**src/sd_host_consts.vh**
```
`ifndef SD_HOST_CONSTS_VH
`define SD_HOST_CONSTS_VH
// =====================================================================
// Register offsets (byte addresses, one 32-bit word each).
`define REG_CTRL      8'h00
`define REG_ARG       8'h04
`define REG_STATUS    8'h08
`define REG_RESP0     8'h0C
`define REG_RESP1     8'h10
`define REG_RESP2     8'h14
`define REG_RESP3     8'h18
`define REG_CLKDIV    8'h1C
// =====================================================================
// Control register fields.
`define CTRL_IDX_LSB  0
`define CTRL_START    8
`define CTRL_RESP_EN  9
`define CTRL_BUSY_EN  10
`define CTRL_LONG     11
`define CTRL_NOCRC    12
`define CTRL_AUTO     13
// =====================================================================
// Status register fields.
`define ST_ACTIVE     0
`define ST_DONE       1
`define ST_CRC_ERR    2
`define ST_END_ERR    3
`define ST_FRAME_ERR  4
`define ST_ILLEGAL    5
`define ST_TIMEOUT    6
`define ST_DAT_BUSY   7
`define ST_OCR_BUSY   8
`define ST_VWIN_LOW   9
`define ST_IDX_LSB    16
// =====================================================================
// Frame constants and timing.
`define CMD_BITS      8'd48
`define SHORT_BITS    8'd48
`define LONG_BITS     8'd136
`define IDX_ALL_ONES  6'h3F
`define CLKDIV_RESET  8'h04
`define RESP_WAIT     8'd64
`define CRC7_POLY     7'h09
`endif

```
**src/crc7_unit.v**
```verilog
`timescale 1ns/1ns
// =====================================================================
// Serial CRC7 generator, one bit per enable, polynomial x^7+x^3+1.
module crc7_unit (
  // Clock and reset.
  input  wire       mclk,
  input  wire       resetn,
  // Control.
  input  wire       clear,
  input  wire       shift,
  input  wire       bit_in,
  // Result.
  output reg  [6:0] crc_q
);
  wire fb;
  assign fb = crc_q[6] ^ bit_in;
  always @(posedge mclk) begin
    if (!resetn || clear) begin
      crc_q <= 7'h00;
    end else if (shift) begin
      crc_q <= {crc_q[5:3], crc_q[2] ^ fb, crc_q[1:0], fb};
    end
  end
endmodule // crc7_unit

```
**src/sd_cmd_host.v**
```verilog
`timescale 1ns/1ns
`include "sd_host_consts.vh"
// Overview of operation
// - Command line serial, MSB first both ways
// - Card opens response with 0,0
// - End bit one; zero flags end error
// - R1b: wait for data line release
// - Card sends register bits 127..1 only
// - Data line low means busy
// - CMD39 argument field layout
// - Card writes only with write flag
// - CMD40 broadcast, answered with
// - CMD42 answered with R1b
// - CMD55 answered marks next app; host marks it whenever CMD55 is sent, answered or not
// - CMD56 bit 0 selects direction
module sd_cmd_host (
  // System clock and reset.
  input  wire        mclk,
  input  wire        resetn,
  // Wishbone slave.
  input  wire        wb_cyc_i,
  input  wire        wb_stb_i,
  input  wire        wb_we_i,
  input  wire [7:0]  wb_adr_i,
  input  wire [3:0]  wb_sel_i,
  input  wire [31:0] wb_dat_i,
  output reg  [31:0] wb_dat_o,
  output reg         wb_ack_o,
  // Card bus.
  output reg         card_clk,
  input  wire        card_command_line_i,
  output reg         card_command_line_o,
  output reg         card_command_line_oe,
  input  wire        card_data_line_i
);
  // ===================================================================
  // States.
  localparam [5:0] S_IDLE = 6'b000001;
  localparam [5:0] S_SEND = 6'b000010;
  localparam [5:0] S_WAIT = 6'b000100;
  localparam [5:0] S_RECV = 6'b001000;
  localparam [5:0] S_BUSY = 6'b010000;
  localparam [5:0] S_GAP  = 6'b100000;

  reg  [5:0]   state_q;
  reg  [13:0]  ctrl_q;
  reg  [31:0]  arg_q;
  reg  [7:0]   div_q;
  reg  [7:0]   divcnt_q;
  reg          cmd_s1_q, cmd_s2_q, dat_s1_q, dat_s2_q;
  reg  [47:0]  tx_q;
  reg  [135:0] rx_q;
  reg  [7:0]   cnt_q;
  reg  [7:0]   rx_len_q;
  reg          done_q, crc_err_q, end_err_q, frm_err_q, ill_q, tmo_q;
  reg          app_q;
  reg  [6:0]   crc_snap_q;
  reg          crc_clr, crc_shift, crc_bit;
  wire [6:0]   crc_val;
  wire         fall, rise;
  wire         wb_req;
  wire [5:0]   idx;
  wire         long_resp, no_crc, reserved_idx, start_req;

  // ===================================================================
  // Shared CRC7 engine, used for both the sent and the received frame.
  crc7_unit u_crc (
    .mclk   (mclk),
    .resetn (resetn),
    .clear  (crc_clr),
    .shift  (crc_shift),
    .bit_in (crc_bit),
    .crc_q  (crc_val)
  );

  // ===================================================================
  // Card clock divider; card clock is parked low at the first divider tick in idle and stays low after it.
  assign fall = card_clk && (divcnt_q == div_q);
  assign rise = !card_clk && (divcnt_q == div_q);
  always @(posedge mclk) begin
    if (!resetn) begin
      divcnt_q <= 8'h00;
      card_clk <= 1'b0;
    end else if (divcnt_q == div_q) begin
      divcnt_q <= 8'h00;
      card_clk <= (state_q == S_IDLE) ? 1'b0 : !card_clk;
    end else begin
      divcnt_q <= divcnt_q + 8'h01;
    end
  end

  // Pin synchronisers.
  always @(posedge mclk) begin
    if (!resetn) begin
      cmd_s1_q <= 1'b1;
      cmd_s2_q <= 1'b1;
      dat_s1_q <= 1'b1;
      dat_s2_q <= 1'b1;
    end else begin
      cmd_s1_q <= card_command_line_i;
      cmd_s2_q <= cmd_s1_q;
      dat_s1_q <= card_data_line_i;
      dat_s2_q <= dat_s1_q;
    end
  end

  // ===================================================================
  // Command decode.
  assign idx       = ctrl_q[`CTRL_IDX_LSB+5:`CTRL_IDX_LSB];
  assign long_resp = (ctrl_q[`CTRL_AUTO] && (idx == 6'd2 || idx == 6'd9 || idx == 6'd10))
                     || ctrl_q[`CTRL_LONG];
  assign no_crc    = (ctrl_q[`CTRL_AUTO] && idx == 6'd1) || ctrl_q[`CTRL_NOCRC];
  assign reserved_idx = (idx == 6'd41) || (idx >= 6'd43 && idx <= 6'd54)
                        || (idx >= 6'd57);
  // The start pulse lands a cycle after the write, once the new index stands.
  assign start_req = ctrl_q[`CTRL_START];

  // ===================================================================
  // Wishbone slave: one wait state, ack for one cycle.
  assign wb_req = wb_cyc_i && wb_stb_i && !wb_ack_o;
  always @(posedge mclk) begin
    if (!resetn) begin
      wb_ack_o <= 1'b0;
      wb_dat_o <= 32'h0000_0000;
      ctrl_q   <= 14'h0000;
      arg_q    <= 32'h0000_0000;
      div_q    <= `CLKDIV_RESET;
    end else begin
      wb_ack_o <= wb_req;
      ctrl_q[`CTRL_START] <= 1'b0;
      // Writes are only taken while idle, so a running frame keeps its settings.
      if (wb_req && wb_we_i && state_q == S_IDLE) begin
        case (wb_adr_i)
          `REG_CTRL: begin
            if (wb_sel_i[0]) ctrl_q[7:0]  <= wb_dat_i[7:0];
            if (wb_sel_i[1]) ctrl_q[13:8] <= wb_dat_i[13:8];
          end
          `REG_ARG: begin
            if (wb_sel_i[0]) arg_q[7:0]   <= wb_dat_i[7:0];
            if (wb_sel_i[1]) arg_q[15:8]  <= wb_dat_i[15:8];
            if (wb_sel_i[2]) arg_q[23:16] <= wb_dat_i[23:16];
            if (wb_sel_i[3]) arg_q[31:24] <= wb_dat_i[31:24];
          end
          `REG_CLKDIV: begin
            if (wb_sel_i[0]) div_q <= wb_dat_i[7:0];
          end
          default: begin
          end
        endcase
      end
      if (wb_req) begin
        case (wb_adr_i)
          `REG_CTRL:   wb_dat_o <= {18'h00000, ctrl_q};
          `REG_ARG:    wb_dat_o <= arg_q;
          `REG_STATUS: wb_dat_o <= {10'h000, long_resp ? rx_q[133:128] : rx_q[45:40],
                                    6'h00, rx_q[39],
                                    !rx_q[39], !dat_s2_q, tmo_q, ill_q, frm_err_q,
                                    end_err_q, crc_err_q, done_q, state_q != S_IDLE};
          `REG_RESP0:  wb_dat_o <= long_resp ? rx_q[32:1] : rx_q[39:8];
          `REG_RESP1:  wb_dat_o <= long_resp ? rx_q[64:33] : {25'h0, rx_q[7:1]};
          `REG_RESP2:  wb_dat_o <= long_resp ? rx_q[96:65] : 32'h0000_0000;
          `REG_RESP3:  wb_dat_o <= long_resp ? {1'b0, rx_q[127:97]} : 32'h0000_0000;
          `REG_CLKDIV: wb_dat_o <= {24'h000000, div_q};
          default:     wb_dat_o <= 32'h0000_0000;
        endcase
      end
    end
  end

  // ===================================================================
  // CRC engine feed, combinational.
  always @* begin
    crc_clr   = 1'b0;
    crc_shift = 1'b0;
    crc_bit   = 1'b0;
    case (state_q)
      S_IDLE: crc_clr = 1'b1;
      S_SEND: begin
        crc_shift = fall && cnt_q < 8'd40;
        crc_bit   = tx_q[47];
        crc_clr   = fall && cnt_q == 8'd47;
      end
      S_RECV: begin
        crc_shift = rise && !(long_resp && cnt_q < 8'd8)
                    && cnt_q < rx_len_q - 8'd8;
        crc_bit   = cmd_s2_q;
      end
      default: crc_clr = 1'b0;
    endcase
  end

  // ===================================================================
  // Frame sequencer. Bits change on the falling card clock edge and are
  // sampled on the rising one.
  always @(posedge mclk) begin
    if (!resetn) begin
      state_q <= S_IDLE;
      tx_q    <= 48'h0000_0000_0000;
      rx_q    <= 136'h0;
      cnt_q   <= 8'h00;
      rx_len_q <= `SHORT_BITS;
      card_command_line_o  <= 1'b1;
      card_command_line_oe <= 1'b0;
      done_q     <= 1'b0;
      crc_err_q  <= 1'b0;
      end_err_q  <= 1'b0;
      frm_err_q  <= 1'b0;
      ill_q      <= 1'b0;
      tmo_q      <= 1'b0;
      app_q      <= 1'b0;
      crc_snap_q <= 7'h00;
    end else begin
      case (state_q)
        S_IDLE: begin
          card_command_line_oe <= 1'b0;
          card_command_line_o  <= 1'b1;
          if (start_req) begin
            done_q    <= 1'b0;
            crc_err_q <= 1'b0;
            end_err_q <= 1'b0;
            frm_err_q <= 1'b0;
            tmo_q     <= 1'b0;
            if (reserved_idx && !app_q) begin
              ill_q  <= 1'b1;
              done_q <= 1'b1;
            end else begin
              ill_q   <= 1'b0;
              app_q   <= (idx == 6'd55);
              tx_q    <= {2'b01, idx, arg_q, 8'h00};
              cnt_q   <= 8'h00;
              rx_len_q <= long_resp ? `LONG_BITS : `SHORT_BITS;
              state_q <= S_SEND;
            end
          end
        end
        S_SEND: if (fall) begin
          card_command_line_oe <= 1'b1;
          cnt_q <= cnt_q + 8'h01;
          if (cnt_q == 8'd40) begin
            card_command_line_o <= crc_val[6];
            tx_q <= {crc_val[5:0], 1'b1, 41'h0};
          end else begin
            card_command_line_o <= tx_q[47];
            tx_q <= {tx_q[46:0], 1'b0};
          end
          if (cnt_q == 8'd48) begin
            card_command_line_oe <= 1'b0;
            card_command_line_o  <= 1'b1;
            cnt_q <= 8'h00;
            state_q <= ctrl_q[`CTRL_RESP_EN] ? S_WAIT : S_GAP;
          end
        end
        // No start bit within the wait window ends the command as a timeout.
        S_WAIT: if (rise) begin
          cnt_q <= cnt_q + 8'h01;
          if (!cmd_s2_q) begin
            rx_q  <= 136'h0;
            cnt_q <= 8'h01;
            state_q <= S_RECV;
          end else if (cnt_q == `RESP_WAIT) begin
            tmo_q   <= 1'b1;
            done_q  <= 1'b1;
            state_q <= S_IDLE;
          end
        end
        S_RECV: if (rise) begin
          rx_q  <= {rx_q[134:0], cmd_s2_q};
          cnt_q <= cnt_q + 8'h01;
          if (cnt_q == rx_len_q - 8'd8) crc_snap_q <= crc_val;
          if (cnt_q == 8'd1 && cmd_s2_q) frm_err_q <= 1'b1;
          if (cnt_q == rx_len_q - 8'd1) begin
            // These checks see the register before its last shift, one place lower.
            end_err_q <= !cmd_s2_q;
            if (!no_crc && rx_q[6:0] != crc_snap_q) crc_err_q <= 1'b1;
            if (long_resp && rx_q[132:127] != `IDX_ALL_ONES) frm_err_q <= 1'b1;
            if (!long_resp && !no_crc && rx_q[44:39] != idx) frm_err_q <= 1'b1;
            if (no_crc && rx_q[44:39] != `IDX_ALL_ONES) frm_err_q <= 1'b1;
            state_q <= ctrl_q[`CTRL_BUSY_EN] ? S_BUSY : S_GAP;
          end
        end
        // The card holds the data line low while busy; wait for its release.
        S_BUSY: if (rise && dat_s2_q) state_q <= S_GAP;
        S_GAP: if (rise) begin
          done_q  <= 1'b1;
          state_q <= S_IDLE;
        end
        default: state_q <= S_IDLE;
      endcase
    end
  end
endmodule // sd_cmd_host

```
**config.mk**
```make
export PLATFORM = sky130hd
export DESIGN_NAME = sd_cmd_host
export DESIGN_NICKNAME = d
export VERILOG_FILES = /design/src/crc7_unit.v /design/src/sd_cmd_host.v
export VERILOG_INCLUDE_DIRS = /design/src
export SDC_FILE = /design/constraint.sdc
export NUM_CORES = 1
export LEC_CHECK = 0
export BUFFER_PORTS_ARGS = -buffer_cell sky130_fd_sc_hd__buf_2
export CAP_MARGIN = 40
export CORE_MARGIN = 8
export CORE_UTILIZATION = 61
export CTS_BUF_LIST = sky130_fd_sc_hd__clkbuf_16
export DETAILED_ROUTE_END_ITERATION = 7
export GPL_ROUTABILITY_DRIVEN = 0
export GPL_TIMING_DRIVEN = 0
export PLACE_DENSITY_LB_ADDON = 0.15
export SYNTH_ARGS = -nofsm -noshare
export SYNTH_HDL_FRONTEND = slang
export SYNTH_SLANG_ARGS = --single-unit
```
**constraint.sdc**
```tcl
create_clock -name mclk -period 2.8 [get_ports mclk]
set_input_delay 0.56 -clock mclk [delete_from_list [all_inputs] [get_ports mclk]]
set_output_delay 0.56 -clock mclk [all_outputs]
set_load 0.01 [all_outputs]
```
==> impl_metrics.ini <==
[synthesis]
synth_nets = 1669
synth_common_cells = 313 x dfxtp_1, 248 x nor2_1, 229 x a22oi_1
ys_ff_latch = 313
yosysTopAreaCellShare_pct = 43.9
yosysWarningCount = 0
avgSynthCellArea_um2 = 8.89
synthFlopType = dfxtp_1
synth_async_sr_flop_share_pct = 0
synth_area_leaders = dfxtp_1 44%, a22oi_1 12%, nor2_1 6.5%, mux2i_1 5.0%, nand2_1 2.7%
netlist_instances = 1606
synth_edf_count = 0
synth_most_common_cell = dfxtp_1
synth_top_cell_by_area = dfxtp_1
ys_types = 70
netlist_area_mm2 = 0.0143
ys_seq_area_share_pct = 43.9

[die]
die_h_um = 169
core_region_area_mm2 = 0.0232
start_util_pct = 61.5
boundaryPins = 87
rows = 56
die_x_um = 169
die_area_mm2 = 0.0285

[setup_path]
slowest_stage = nor4b_2
r2r_end = wb_dat_o[16]$_SDFFE_PN0P_
reg2reg_depth = 9
endpoint_kind = register
slowest_delay_ns = 0.39
worstPathArrival_ns = 3.13
worst-r2r-setup-slack_ns = 0.06
path_max_fanout = 10
r2r-start = ctrl_q[2]$_SDFFE_PN0P_
cp_cell_sequence = clkbuf_1 -> nor4b_2 -> a21boi_2 -> or2_2 -> buf_2 -> buf_2 -> o211ai_1 -> nand3_1 -> a31oi_1
cp.required_ns = 3.19
cpMostUsedCell = buf_2
path_class = reg -> reg
cp-start-kind = register

[power_and_ir_drop]
peakVddDrop_v = 0.000559
total_leakage_power_uw = 0.00568
power_density_mw_per_mm2 = 562

[placed_design]
port_buffers = 81
dp_slack_ns = -0.675
post-dp-hpwl_um = 36100

[hold_path]
hold_depth = 2
worstHoldStart = card_command_line_i
hold_end = cmd_s1_q$_SDFF_PN1_
hold_class = in -> reg

[cts]
holdBufCountCts = 0
worstSkewPairLatency_ns = 0.51
cts-buffers-inserted = 34
clk_pin_slew_ns = 0.06
cts_buffer_depth = 3
cts_tree = built
clock-sinks = 313
cts_root_buf = clkbuf_16
cts_htree_levels = 2

[finish]
multi_input_area_mm2 = 0.00742
nets = 1789
antenna_cells = 0
areaGrowthSynthToFinish_pct = 13.8
drive_above_1_share_pct = 13.1
regArea_mm2 = 0.00627
nFillCells = 1836

[global_routing]
antenna_found_initial = 0
grt_max_degree = 15
grt_pass1_vias = 12956
grt_overflow_total = 0
grt_pass1_wl_um = 74300
grt_usage_pct = 33.2

[sta]
fmax_mhz = 364
fin_crit_ns = 2.74
hold_viol = 0
setup_slack_ns = 0.0551
slew_viol_final = 0
skew_ns = 0.0144
whs_ns = 0.234
slew_headroom_pct = 34.0
finalCritPeriodShare_pct = 98.0
setup_viol = 0
tightestPinTransition_ns = 0.974
rsz0062_at_grt = false

[run_status]
violations = DRC
outcome = finished, violations left

[routing]
wl_per_cell_um = 23.7
first_pass_iters = 8
drt_iter0_drc = 2022
route.detailed.drc = 2
vias = 14074
routed_wl_um = 49000
antenna_left = 0
via_per_inst = 6.80

[job]
cap_viol_max_count = 0
-- worst max path at each step --
stage                           start                         to  slack, ns  depth (start not counted)
4_1_cts        ctrl_q[2]$_SDFFE_PN0P_   wb_dat_o[8]$_SDFFE_PN0P_       0.01                          8
2_1_floorplan             wb_adr_i[2]      arg_q[0]$_SDFFE_PN0P_       0.37                          9
3_5_place_dp              wb_adr_i[5]  wb_dat_o[25]$_SDFFE_PN0P_      -0.67                          9
3_3_place_gp              wb_adr_i[5]  wb_dat_o[25]$_SDFFE_PN0P_      -0.61                          9
6_report       ctrl_q[2]$_SDFFE_PN0P_  wb_dat_o[16]$_SDFFE_PN0P_       0.06                          9
5_1_grt        ctrl_q[2]$_SDFFE_PN0P_  wb_dat_o[25]$_SDFFE_PN0P_      0.007                          8
-- cell usage in the layout (no fill, tap or decap), types with 12 or more instances in the layout --
cell / count
mux2i_1: 71
inv_1: 17
xor2_1: 23
nand2_1: 101
a211oi_1: 48
clkbuf_16: 35
nor2_1: 247
nand2b_1: 13
dfxtp_1: 313
a221oi_1: 13
nand3_1: 50
o21ai_0: 40
clkbuf_1: 81
a22oi_1: 229
ha_1: 12
buf_2: 116
mux2_2: 18
and3_1: 13
a222oi_1: 19
a21oi_1: 53
-- layer usage --
metal	GRT usage [%]	wire length, um	up-vias
met5	0	0	-
met4	21.3	3600	0
met3	7.83	5580	252
met2	50.4	21200	963
met1	41.9	18600	6630
li1	-	-	6229
-- layout make-up --
| cell class | instances | share of cell area (%) |
|---|---|---|
| repair buffers | 85 | 2.68 |
| plain buffers | 139 | 3.70 |
| well taps | 319 | 2.46 |
| inverters | 14 | 0.323 |
| clock inverters | 25 | 1.21 |
| flip-flops and latches | 313 | 38.6 |
| clock buffers | 35 | 5.39 |
| multi-input cells | 1139 | 45.7 |
-- per-stage QoR --
step	utilization (%)	TNS [ns]	instance area, um2	cells	power [uW]
2_1_floorplan	-	0	14300	1606	4710
3_3_place_gp	65.0	-26.62	15100	2006	4840
3_5_place_dp	65.1	-24.67	15100	2008	4840
4_1_cts	69.8	0	16200	2070	9120
5_1_grt	70.1	0	16200	2069	9340
6_report	70.1	0	16200	2069	9130
-- worst max-delay path, delay by kind of cell, from the launching register on --
family / cells / cell delay, ns
AND/OR/NAND/NOR: 3 / 0.81
AO/OA/AOI/OAI: 3 / 0.67
buffers and inverters: 3 / 0.83
flip-flops: 1 / 0.31
-- power by group --
group	switching, uW	internal [uW]
registers	9.59	4460
clock network	1820	2540
logic	225	68.0
total	2060	7070
-- state kept, by name (all words and copies together) (netlist names), 2 cells and up --
| name | count |
|---|---|
| rx_q | 134 |
| tx_q | 40 |
| arg_q | 32 |
| wb_dat_o | 32 |
| ctrl_q | 14 |
| cnt_q | 8 |
| div_q | 8 |
| divcnt_q | 8 |
| crc_snap_q | 7 |
| u_crc.crc_q | 7 |
| state_q | 6 |
| rx_len_q | 2 |
-- logic make-up (layout without fill, tap and decap cells) --
family	after synthesis	count (layout)	share of synthesized area, %
AO/OA/AOI/OAI	490	490	24.9
flip-flops	313	313	43.9
multiplexers	89	89	6.40
buffers and inverters	154	298	4.51
XOR/XNOR	31	31	2.00
adder cells (fa/ha/maj)	12	12	1.05
AND/OR/NAND/NOR	517	517	17.2
-- what timing repair did --
action / CTS / global route
cloned: 0 / 0
endpoints found under the setup margin: 79 / 120
gates resized for setup: 6 / 23
pin swaps: 2 / 0
buffers inserted: 2 / 0
No activity file was read; power rests on OpenSTA's default activity.
